<file path="src/hdl/itb_pkg.sv">
// Shared constants and carrier types for the transponder base link
// Assumes a single 200 MHz clock domain and an asynchronous active-high reset
`default_nettype none
package itb_pkg;
    localparam int CLK_HZ = 200_000_000;
    localparam int SYS_HZ = 4_000_000;
    localparam int CARRIER_HZ = 125_000;
    localparam int DIV_BITS = 14;
    // Half periods of the 4 MHz reference and of the carrier
    localparam int SYS_HALF_CYC = CLK_HZ / SYS_HZ / 2;
    localparam int CAR_HALF_TICKS = SYS_HZ / CARRIER_HZ / 2;
    localparam int SETTLE_MS = 30;
    localparam int SETTLE_CYC = (CLK_HZ / 1000) * SETTLE_MS;
    localparam int ACK_PAIRS = 3;
    localparam int OPCODE_BITS = 5;
    localparam int CMD_START_TE = 2;
    localparam int CMD_ONE_TE = 6;
    localparam int CMD_ZERO_TE = 4;
    localparam int RX_SHORT_BITS = 18;
    localparam int RX_LONG_BITS = 34;
    localparam int PREAMBLE_BITS = 2;
    localparam int TE_W = 20;
    localparam logic [TE_W-1:0] TE_RESET = 20'h00000;
    localparam logic [1:0] LEARN_IDLE = 2'h0;
    localparam logic [1:0] LEARN_BUSY = 2'h1;
    localparam logic [1:0] LEARN_DONE = 2'h2;

    typedef struct packed {
        logic [4:0] opcode;
        logic [31:0] data;
        logic [5:0] data_bits;
        logic long_reply;
    } itb_cmd_t;

    typedef struct packed {
        logic data_o;
        logic data_oe;
        logic clk;
        logic sel;
    } itb_nvm_t;

    typedef enum logic [3:0] {
        ST_IDLE, ST_SETTLE, ST_ACK, ST_TX_PULSE, ST_TX_GAP, ST_RX_START, ST_RX_BIT,
        ST_NVM, ST_DONE
    } itb_state_t;
endpackage
`default_nettype wire

</file>
<file path="src/hdl/itb_carrier_div.sv">
// Carrier generator: 14-bit binary divider of the 4 MHz reference
// Assumes clk is an integer multiple of the 4 MHz reference
`default_nettype none
module itb_carrier_div #(
    parameter int HALF_CYC = itb_pkg::SYS_HALF_CYC,
    parameter int TAP_HALF = itb_pkg::CAR_HALF_TICKS
) (
    input wire logic clk,
    input wire logic rst,
    output logic carrier
);
    localparam int TAP = $clog2(TAP_HALF);
    // Prescaler is 8 bits wide and the tap must be a power of two inside the counter
    if (HALF_CYC < 1 || HALF_CYC > 256 || TAP_HALF < 1 || (1 << TAP) != TAP_HALF
        || TAP >= itb_pkg::DIV_BITS) begin : g_bad_div
        $error("itb_carrier_div: bad division");
    end
    logic [7:0] pre_ff;
    logic ref_ff;
    logic [itb_pkg::DIV_BITS-1:0] cnt_ff;
    wire pre_wrap = (pre_ff == 8'(HALF_CYC - 1));
    wire ref_rise = pre_wrap && !ref_ff;
    always_ff @(posedge clk or posedge rst) begin
        if (rst) begin
            pre_ff <= 8'h00;
            ref_ff <= 1'b0;
            cnt_ff <= '0;
            carrier <= 1'b0;
        end else begin
            pre_ff <= pre_wrap ? 8'h00 : pre_ff + 8'h01;
            if (pre_wrap) ref_ff <= !ref_ff;
            if (ref_rise) cnt_ff <= cnt_ff + 1'b1;
            carrier <= cnt_ff[TAP];
        end
    end
endmodule
`default_nettype wire

</file>
<file path="src/hdl/itb_base_link.sv">
// Base station link engine: carrier, keyed commands, ack calibration, reply capture
// Assumes a host sequencer drives commands; return line arrives asynchronously
// Behaviour
// - Carrier comes from 14-bit division of 4 MHz to 125 kHz.
// - Field is keyed on and off by carrier_key_out only.
// - All link timing is whole multiples of base_time_element; the settle wait here is a fixed SETTLE_CYC count instead.
// - Commands go out as 5-bit opcodes, least significant bit first.
// - Extra command data follows the opcode where needed.
// - Learn request starts learning; learn state output shows progress.
// - Ignition scan request starts polling for a transponder.
// - Field active indicator is high while the field is on.
// - Authentic token pulse output pulses when a transponder is accepted.
// - Learned records live in an external serial memory with three lines.
// - Reply data is decoded from rising-edge intervals on the synchronised demodulated return line.
// - Command starts with 2 TE pulse; ones 6 TE, zeros 4 TE.
// - Wait 30 ms, calibrate 2 TE between acks, need three pairs.
// - Reply interval under 2 TE is zero; collect 18 or 34, drop preamble.
`default_nettype none
module itb_base_link #(
    parameter int SETTLE_CYC = itb_pkg::SETTLE_CYC
) (
    input wire logic clk,
    input wire logic rst,
    input wire logic learn_request_in,
    input wire logic ignition_scan_request,
    input wire logic demod_return_in,
    input wire logic cmd_valid,
    input wire itb_pkg::itb_cmd_t cmd,
    input wire logic accept_token,
    input wire logic nvm_req,
    input wire logic [15:0] nvm_word,
    input wire logic nvm_data_io_in,
    output logic carrier_out,
    output logic carrier_key_out,
    output logic field_active_out,
    output logic authentic_token_out,
    output logic drive_enable_out,
    output logic [1:0] learn_state_out,
    output logic present_ff,
    output logic cmd_ready_ff,
    output logic rx_valid_ff,
    output logic [31:0] rx_data_ff,
    output logic nvm_data_io_out,
    output logic nvm_data_io_oe,
    output logic nvm_serial_clock,
    output logic nvm_select
);
    if (SETTLE_CYC < 1 || SETTLE_CYC >= 2 ** (itb_pkg::TE_W + 3)) begin : g_bad_settle
        $error("itb_base_link: settle count out of range");
    end
    localparam int TW = itb_pkg::TE_W;
    itb_pkg::itb_state_t st_ff;
    logic car_w;
    logic [2:0] ret_sync_ff;
    logic [TW+2:0] tmr_ff;
    logic [TW-1:0] te_ff;
    logic [1:0] pairs_ff;
    logic [5:0] bit_ff;
    logic [36:0] txsh_ff;
    logic [5:0] txlen_ff;
    logic [5:0] rxlen_ff;
    logic [31:0] rxsh_ff;
    logic [4:0] nvcnt_ff;
    logic [15:0] nvsh_ff;
    logic scan_ff, learn_ff, nvd_meta_ff, nvd_ff;
    logic [1:0] req_sync_ff;

    itb_carrier_div u_div (
        .clk(clk),
        .rst(rst),
        .carrier(car_w)
    );

    // Return line and pin requests pass two flops first
    wire ret_rise = ret_sync_ff[1] && !ret_sync_ff[2];
    wire scan_req = req_sync_ff[0];
    wire learn_req = req_sync_ff[1];
    wire [TW+2:0] te1 = {3'h0, te_ff};
    wire [TW+2:0] cmd_pulse = (TW+3)'(itb_pkg::CMD_START_TE) * te1;
    wire [TW+2:0] one_gap = (TW+3)'(itb_pkg::CMD_ONE_TE) * te1 - cmd_pulse;
    wire [TW+2:0] zero_gap = (TW+3)'(itb_pkg::CMD_ZERO_TE) * te1 - cmd_pulse;
    wire [TW+2:0] two_te = (TW+3)'(2) * te1;
    wire rx_bit = (tmr_ff >= two_te);
    wire tx_last = (bit_ff == txlen_ff);
    // Timer value at an edge is one short of the cycles elapsed
    wire [TW+2:0] tmr_inc = tmr_ff + (TW+3)'(1);
    wire field_on = (st_ff != itb_pkg::ST_IDLE) && (st_ff != itb_pkg::ST_NVM)
                    && (st_ff != itb_pkg::ST_DONE);

    always_ff @(posedge clk or posedge rst) begin
        if (rst) begin
            ret_sync_ff <= 3'h0;
            req_sync_ff <= 2'h0;
            scan_ff <= 1'b0;
            learn_ff <= 1'b0;
            nvd_meta_ff <= 1'b0;
            nvd_ff <= 1'b0;
        end else begin
            ret_sync_ff <= {ret_sync_ff[1:0], demod_return_in};
            scan_ff <= ignition_scan_request;
            learn_ff <= learn_request_in;
            req_sync_ff <= {learn_ff, scan_ff};
            nvd_meta_ff <= nvm_data_io_in;
            nvd_ff <= nvd_meta_ff;
        end
    end

    always_ff @(posedge clk or posedge rst) begin
        if (rst) begin
            st_ff <= itb_pkg::ST_IDLE;
            tmr_ff <= '0;
            te_ff <= itb_pkg::TE_RESET;
            pairs_ff <= 2'h0;
            bit_ff <= 6'h00;
            txsh_ff <= '0;
            txlen_ff <= 6'h00;
            rxlen_ff <= 6'h00;
            rxsh_ff <= 32'h00000000;
            nvcnt_ff <= 5'h00;
            nvsh_ff <= 16'h0000;
            carrier_key_out <= 1'b0;
            field_active_out <= 1'b0;
            present_ff <= 1'b0;
            cmd_ready_ff <= 1'b0;
            rx_valid_ff <= 1'b0;
            rx_data_ff <= 32'h00000000;
            learn_state_out <= itb_pkg::LEARN_IDLE;
            authentic_token_out <= 1'b0;
            drive_enable_out <= 1'b0;
            carrier_out <= 1'b0;
            nvm_data_io_out <= 1'b0;
            nvm_data_io_oe <= 1'b0;
            nvm_serial_clock <= 1'b0;
            nvm_select <= 1'b0;
        end else begin
            tmr_ff <= tmr_ff + 1'b1;
            rx_valid_ff <= 1'b0;
            authentic_token_out <= accept_token && present_ff;
            drive_enable_out <= accept_token ? 1'b1 : (drive_enable_out && scan_req);
            carrier_out <= car_w && carrier_key_out;
            field_active_out <= field_on;
            if (learn_req && learn_state_out == itb_pkg::LEARN_IDLE) begin
                learn_state_out <= itb_pkg::LEARN_BUSY;
            end else if (learn_state_out == itb_pkg::LEARN_BUSY && accept_token) begin
                learn_state_out <= itb_pkg::LEARN_DONE;
            end else if (!learn_req && learn_state_out == itb_pkg::LEARN_DONE) begin
                learn_state_out <= itb_pkg::LEARN_IDLE;
            end
            case (st_ff)
                itb_pkg::ST_IDLE: begin
                    carrier_key_out <= 1'b0;
                    present_ff <= 1'b0;
                    cmd_ready_ff <= 1'b0;
                    if (nvm_req) begin
                        st_ff <= itb_pkg::ST_NVM;
                        nvsh_ff <= nvm_word;
                        nvcnt_ff <= 5'h00;
                        nvm_select <= 1'b1;
                        nvm_data_io_oe <= 1'b1;
                    end else if (scan_req || learn_req) begin
                        st_ff <= itb_pkg::ST_SETTLE;
                        carrier_key_out <= 1'b1;
                        tmr_ff <= '0;
                    end
                end
                itb_pkg::ST_SETTLE: begin
                    if (tmr_ff >= (TW+3)'(SETTLE_CYC)) begin
                        st_ff <= itb_pkg::ST_ACK;
                        pairs_ff <= 2'h0;
                        bit_ff <= 6'h00;
                    end
                end
                itb_pkg::ST_ACK: begin
                    if (!(scan_req || learn_req)) st_ff <= itb_pkg::ST_IDLE;
                    else if (ret_rise) begin
                        tmr_ff <= '0;
                        if (bit_ff != 6'h00) begin
                            te_ff <= tmr_inc[TW:1];
                            pairs_ff <= pairs_ff + 2'h1;
                            if (pairs_ff == 2'(itb_pkg::ACK_PAIRS - 1)) begin
                                present_ff <= 1'b1;
                                cmd_ready_ff <= 1'b1;
                            end
                        end
                        bit_ff <= 6'h01;
                    end
                    if (cmd_ready_ff && cmd_valid) begin
                        cmd_ready_ff <= 1'b0;
                        txsh_ff <= {cmd.data, cmd.opcode};
                        txlen_ff <= 6'(itb_pkg::OPCODE_BITS) + cmd.data_bits;
                        rxlen_ff <= cmd.long_reply ? 6'(itb_pkg::RX_LONG_BITS)
                                                   : 6'(itb_pkg::RX_SHORT_BITS);
                        bit_ff <= 6'h00;
                        tmr_ff <= '0;
                        carrier_key_out <= 1'b0;
                        st_ff <= itb_pkg::ST_TX_PULSE;
                    end
                end
                itb_pkg::ST_TX_PULSE: begin
                    if (tmr_ff >= cmd_pulse) begin
                        carrier_key_out <= 1'b1;
                        tmr_ff <= '0;
                        st_ff <= tx_last ? itb_pkg::ST_RX_START : itb_pkg::ST_TX_GAP;
                    end
                end
                itb_pkg::ST_TX_GAP: begin
                    if (tmr_ff >= (txsh_ff[0] ? one_gap : zero_gap)) begin
                        txsh_ff <= txsh_ff >> 1;
                        bit_ff <= bit_ff + 6'h01;
                        carrier_key_out <= 1'b0;
                        tmr_ff <= '0;
                        st_ff <= itb_pkg::ST_TX_PULSE;
                    end
                end
                itb_pkg::ST_RX_START: begin
                    bit_ff <= 6'h00;
                    if (ret_rise) begin
                        tmr_ff <= '0;
                        st_ff <= itb_pkg::ST_RX_BIT;
                    end
                end
                itb_pkg::ST_RX_BIT: begin
                    if (ret_rise) begin
                        tmr_ff <= '0;
                        bit_ff <= bit_ff + 6'h01;
                        if (bit_ff >= 6'(itb_pkg::PREAMBLE_BITS)) begin
                            rxsh_ff <= {rx_bit, rxsh_ff[31:1]};
                        end
                        if (bit_ff + 6'h01 == rxlen_ff) begin
                            rx_valid_ff <= 1'b1;
                            rx_data_ff <= {rx_bit, rxsh_ff[31:1]};
                            cmd_ready_ff <= 1'b1;
                            bit_ff <= 6'h00;
                            st_ff <= itb_pkg::ST_ACK;
                        end
                    end
                end
                itb_pkg::ST_NVM: begin
                    nvm_serial_clock <= !nvm_serial_clock;
                    if (nvm_serial_clock) begin
                        nvsh_ff <= {nvsh_ff[14:0], nvd_ff};
                        nvcnt_ff <= nvcnt_ff + 5'h01;
                        if (nvcnt_ff == 5'h0f) st_ff <= itb_pkg::ST_DONE;
                    end else begin
                        nvm_data_io_out <= nvsh_ff[15];
                    end
                end
                itb_pkg::ST_DONE: begin
                    nvm_select <= 1'b0;
                    nvm_data_io_oe <= 1'b0;
                    nvm_serial_clock <= 1'b0;
                    rx_data_ff <= {16'h0000, nvsh_ff};
                    rx_valid_ff <= 1'b1;
                    st_ff <= itb_pkg::ST_IDLE;
                end
                default: st_ff <= itb_pkg::ST_IDLE;
            endcase
        end
    end
endmodule
`default_nettype wire

</file>
<file path="config.mk">
export PLATFORM = sky130hd
export DESIGN_NAME = itb_base_link
export DESIGN_NICKNAME = d
export VERILOG_FILES = /design/src/hdl/itb_pkg.sv /design/src/hdl/itb_carrier_div.sv /design/src/hdl/itb_base_link.sv
export SDC_FILE = /design/constraint.sdc
export NUM_CORES = 1
export LEC_CHECK = 0
export BUFFER_PORTS_ARGS = -buffer_cell sky130_fd_sc_hd__buf_2
export CORE_MARGIN = 4
export CORE_UTILIZATION = 30
export CTS_BUF_LIST = sky130_fd_sc_hd__clkbuf_16
export CTS_CLUSTER_SIZE = 10
export DETAILED_ROUTE_END_ITERATION = 10
export PLACE_DENSITY = 0.48
export SKIP_LAST_GASP = 1
export SLEW_MARGIN = 25
export SYNTH_ARGS = -nofsm -noshare
export SYNTH_HDL_FRONTEND = slang
export SYNTH_SLANG_ARGS = --single-unit
</file>
<file path="constraint.sdc">
create_clock -name clk -period 17.9 [get_ports clk]
set_clock_uncertainty 0.2 [all_clocks]
set_input_delay 0.895 -clock clk [delete_from_list [all_inputs] [get_ports clk]]
set_output_delay 0.895 -clock clk [all_outputs]
set_load 0.05 [all_outputs]
</file>
**Word-level counts from Yosys, hierarchy flattened**

Index checks and enable logic that the tools add are counted.

- $add $sub $neg: 9
- Multiply operators: 1
- Order comparisons: 4
- Equal/unequal tests: 37
- Multiplexer cells: 75
- Bitwise gates (word level): 1
- Reductions and logical operators: 46

Operator list:

| cell | count |
|---|---|
| two-way mux 23 bit | 8 |
| case mux 23 bit (5 select lines) | 1 |
| two-way mux 37 bit | 2 |
| case mux 37 bit (2 select lines) | 1 |
| two-way mux 32 bit | 2 |
| case mux 32 bit (2 select lines) | 1 |
| two-way mux 4 bit | 12 |
| two-way mux 6 bit | 8 |
| two-way mux 16 bit | 2 |
| case mux 16 bit (2 select lines) | 1 |
| case mux 4 bit (8 select lines) | 1 |
| case mux 6 bit (5 select lines) | 1 |
| inequality test 2 bit, second input constant | 14 |
| adder 23 x 1 -> 23 bit, second input constant | 1 |
| >= comparator 23 x 21 -> 1 bit | 1 |
| >= comparator 23 bit | 1 |
| >= comparator 23 bit, second input constant | 1 |
| subtractor 22 x 21 -> 23 bit | 1 |
| subtractor 23 x 21 -> 23 bit | 1 |
| multiplier 2 x 20 -> 22 bit, first input constant | 1 |
| inequality test 3 bit, second input constant | 6 |
| two-way mux 1 bit | 17 |
| equality test 4 x 3 -> 1 bit, second input constant | 4 |
| adder 14 x 1 -> 14 bit, second input constant | 1 |
| other kinds (43) | 84 |

- Bits in registers: 235
- Input port bits: 69
- Output and inout port bits: 46
- Logic and storage cells: 207

**Longest topological paths before layout**

- Word-level depth: 7
- Depth in mapped cells: 29
- Mapped depth without buffers: 28

**Hierarchy**

From an unflattened synthesis, not the netlist that was laid out.

- Cells, all modules: 1354
- Area, all modules: 12637.1 sq um

By module, submodules not included:

| module | times used | cells an instance | area an instance (sq um) | sequential area each (sq um) |
|---|---|---|---|---|
| itb_base_link | 1 | 1297 | 11932.7 | 5180.0 |
| itb_carrier_div | 1 | 57 | 704.4 | 375.4 |

**Least setup slack after synthesis**

OpenSTA, ideal clock, no wires.

- Path type: reg2reg
- From: reg te_ff[1]
- To: reg bit_ff[2]
- Setup time: 120 ps
- Data arrival time: 5396 ps
- Required time: 17580 ps
- Slack: 12184 ps
- Stages on the path, launching flop included: 29
- Buffers on the path: 0
- Period minus slack after synthesis: 5716 ps
- Path through: dfrtp_1 > ha_1 > inv_1 > fa_1 > nand2b_1 > a21oi_1 > nor2b_1 > o21ai_0 > xor2_1 > nand2_1 > o21ai_0 > ha_1 > a21oi_1 > o21ai_0 > a21o_1 > a21o_1 > o31ai_1 > nand2_1 > a21oi_1 > xor2_1 > ha_1 > nand2_1 > nor2_1 > a211oi_1 > nand3_1 > o21a_1 > o31ai_1 > nor2_1 > a31o_2

- Word-level cells in the longest chain between the ends: 6
- Elaborated cells on any way between the ends: 7
- Classes of those cells: 2 x add/sub; 1 x mul; 1 x order compare; 1 x eq/ne; 1 x mux; 1 x reduce/logical

RTL lines:

| item | RTL line | RTL |
|---|---|---|
| from (decl) | itb_base_link.sv:56 | `logic [TW-1:0] te_ff;` |
| from (signal assigned) | itb_base_link.sv:112 | `te_ff <= itb_pkg::TE_RESET;` |
| from (signal assigned) | itb_base_link.sv:178 | `te_ff <= tmr_inc[TW:1];` |
| multiplier 2 x 20 -> 22 bit | itb_base_link.sv:80 | `wire [TW+2:0] one_gap = (TW+3)'(itb_pkg::CMD_ONE_TE) * te1 - cmd_pulse;` |
| subtractor 23 x 21 -> 23 bit | itb_base_link.sv:80 |  |
| two-way mux 23 bit (*) | itb_base_link.sv:207 | `if (tmr_ff >= (txsh_ff[0] ? one_gap : zero_gap)) begin` |
| >= comparator 23 bit (*) | itb_base_link.sv:207 |  |
| inequality test 2 bit (no line) (*) | -- |  |
| AND reduction 6 bit (no line) (*) | -- |  |
| to (signal assigned) | itb_base_link.sv:209 | `bit_ff <= bit_ff + 6'h01;` |
| to (signal assigned) | itb_base_link.sv:225 | `bit_ff <= bit_ff + 6'h01;` |
| to (decl) | itb_base_link.sv:58 | `logic [5:0] bit_ff;` |

Mark *: on every way between the ends. The rest lies on a longest branch, timed or not.
A chain may end at the register's enable or synchronous reset.

**Worst setup path after layout**

- From: reg te_ff[1]
- To: reg bit_ff[5]

Same word-level chain as after synthesis.

==> metrics <==
crit path max fanout 8; number of detailed-routing iterations run before antenna repair 5; level count of the clock H-tree 1; Max IR drop VDD 0.00006107 V; number of cell rows 74; Most used DFF post-synth sky130_fd_sc_hd__dfrtp_1; ANT nets after route 0; flop and latch count out of synthesis 222; top library cells by usage in the layout, fill and taps aside sky130_fd_sc_hd__dfrtp_1 (222), sky130_fd_sc_hd__nor2_1 (154), sky130_fd_sc_hd__nand2_1 (130); number of clock sinks 222; Via-to-Cell Ratio 4.951; outcome complete, no violations; pin count of the biggest net entering global routing 148; final layout net count 1584; number of global-route vias before repair 9776; Synth Area per Inst 9.459 sq um; count of instances resized after the clock tree is built 0; headroom to the max-slew limit 0.3432; most common library cell in the layout ignoring fill and taps sky130_fd_sc_hd__dfrtp_1; wire per inst 15.80 microns; final design area excluding fillers 14460 sq um; Overall Global Routing Usage 0.1382; overall overflow remaining after global route 0; max_cap viols 0; root buf cell sky130_fd_sc_hd__clkbuf_16; number of flops mapped to enable cells by yosys 0; final total negative setup slack 0 ns; fraction of final layout cells sized beyond drive strength 1 0.1469; startpoint class of the critical path flop; area of the die 45110 sq um; cells after synthesis 1325; die height 212.4 microns; net count after synthesis 1488; antenna violations before repair 1; Max stage delay cell, worst path sky130_fd_sc_hd__o31ai_1; Detailed Route WL 31000 microns; share of synthesized flip-flops with an asynchronous set or reset 1.000; clock buffers created by TritonCTS 27; detailed router's first-iteration violation count 597; Final Cycle Share 0.3697; Area Growth Syn to Fin 15.36%; worst-skew pair later-pin latency 0.55 ns; maximum clock frequency 151.1 MHz; RSZ-0062 raised after global routing no; Synth Cell Area 12530 sq um; sequential fraction of the synthesis area 0.4432; number of buffers inserted by hold repair at cts 0; leakage power figure 6.977 nW; core area 41110 sq um; top-level I/O count 115; Clk pin slew, worst setup/hold paths 0.06 ns; Setup violations, final 0; number of failing hold endpoints at the final stage 0; DRC errors left 0; max-slew violations 0; total number of vias 9714; Max Buffers Root-to-Sink 3; half-perimeter wire length of the detailed placement result 21730 microns; power density over the cells 72.63 nW/um^2; Fillers 4276; Arr. time, crit path 6.84 ns; transition time of the tightest slew-check pin 0.9769 ns; worst path required time 18.13 ns; classification of the worst-slack hold path flop to flop; post-CTS setup buffer count 0; Synth warnings 0; global-route wire length before repair 51600 microns; register-to-register setup slack 11.28 ns; Worst path max stage delay 0.76 ns; Yosys cell types 65; type of the worst setup path flop to flop; Die X 212.4 microns; Tmin final 6.618 ns; Port Buffers 114; clock tree from TritonCTS built; Critical Path Sink Type flop; initial core utilization 0.3049; n_diodes 0; total placed instance area 13670 sq um; GPL Wtd Cong 0.8313
## area by class of cell
class / instances / area, sq um / area share
multi-input combinational: 1006 / 6613 / 0.4573
sequential: 222 / 5555 / 0.3842
timing repair buffer: 126 / 684.4 / 0.04733
clock buffer: 27 / 675.6 / 0.04673
tap: 532 / 665.6 / 0.04604
inverter: 38 / 155.1 / 0.01073
clock inverter: 11 / 110.1 / 0.007615
## state kept, by name (all words and copies together), names as in the netlist, 4 cells and up
name and flops:
bit_ff 6, nvcnt_ff 5, nvsh_ff 16, rx_data_ff 32
rxsh_ff 31, st_ff 4, te_ff 20, tmr_ff 23
txlen_ff 6, txsh_ff 37, u_div.cnt_ff 5, u_div.pre_ff 8
## worst max-delay path, delay by kind of cell (launching register included)
kind	cells	cell delay, ns
buffers and inverters	1	0.06
xor gates and xnor gates	2	0.36
adders and majority gates	4	1.17
and+or+nand+nor	8	0.93
DFF	1	0.48
AOI/OAI and AO/OA	13	3.30
## cell usage after synthesis (all sizes together) (2+ instances only)
cell | count | area share
a31o | 3 | 0.0021
a21boi | 6 | 0.0036
or3 | 6 | 0.0034
o31a | 2 | 0.0014
a2111oi | 3 | 0.0021
nand2b | 13 | 0.0065
dfrtp | 222 | 0.44
a211oi | 6 | 0.0040
nand4 | 16 | 0.0080
o311ai | 3 | 0.0021
a21oi | 124 | 0.050
buf | 27 | 0.011
nor2 | 154 | 0.046
a21o | 25 | 0.015
nor3 | 20 | 0.0088
and3 | 9 | 0.0045
o221ai | 2 | 0.0014
mux2 | 35 | 0.032
mux2i | 36 | 0.029
nor4b | 2 | 0.0019
o211ai | 10 | 0.0060
and4 | 4 | 0.0028
nor4 | 4 | 0.0020
and2 | 7 | 0.0035
or2 | 5 | 0.0025
ha | 93 | 0.093
inv | 38 | 0.011
o21a | 8 | 0.0048
a31oi | 8 | 0.0040
nand3 | 26 | 0.010
o21bai | 2 | 0.0012
o22ai | 37 | 0.018
o31ai | 9 | 0.0054
nor2b | 14 | 0.0070
xor2 | 39 | 0.027
a211o | 3 | 0.0021
xnor2 | 41 | 0.029
clkbuf | 32 | 0.0096
nand2 | 130 | 0.039
o21ai | 85 | 0.034
## metrics by stage
stage                 util  setup WS [ns]  hold WS (ns)  total power [W]  cells
global placement    0.3317          11.54        0.1325        0.0005551   1923
finish              0.3517          11.28        0.1472         0.001050   1962
CTS                 0.3516          11.35        0.1492         0.001072   1962
global route        0.3517          10.71        0.1565         0.001097   1962
floorplan                -          10.73        0.1312        0.0005385   1325
detailed placement  0.3325          11.38        0.1370        0.0005560   1924
## cells by family (layout without fill, tap and decap cells)
logic type	after synthesis	after routing	share of synthesized area
XOR/XNOR	80	80	0.05590
AND/OR/NAND/NOR	415	415	0.1495
buffers and inverters	97	202	0.03175
adder cells (fa/ha/maj)	94	94	0.09444
multiplexers	71	71	0.06080
AO/OA/AOI/OAI	346	346	0.1643
flip-flops	222	222	0.4432
## metal layers
metal / vias up / part of all wire / wire length (microns) / GRT usage
met2: 123 / 0.47 / 14560 / 0.2254
met4: 2 / 0.014 / 438 / 0.02954
met3: 31 / 0.034 / 1053 / 0.01903
met5: - / 0.00039 / 12 / 0
li1: 4883 / - / - / -
met1: 4675 / 0.48 / 14930 / 0.1973
## power by group
group | internal [W] | total (W) | switching, W
combinational | 0.0000104 | 0.0000370 | 0.0000265
clock | 0.000298 | 0.000504 | 0.000207
sequential | 0.000506 | 0.000509 | 0.00000322
## worst paths after layout
check,startpoint,end,depth (start not counted)
max,te_ff[1]$_DFFE_PP0P_,bit_ff[5]$_DFFE_PP0P_,28
min,nvd_meta_ff$_DFF_PP0_,nvd_ff$_DFF_PP0_,0
max reg2reg,te_ff[1]$_DFFE_PP0P_,bit_ff[5]$_DFFE_PP0P_,28
min reg2reg,nvd_meta_ff$_DFF_PP0_,nvd_ff$_DFF_PP0_,0
max in group asynchronous,rst,rx_data_ff[20]$_DFFE_PP0P_,3
min in group asynchronous,rst,nvd_ff$_DFF_PP0_,2
(Power assumes the default switching activity.)
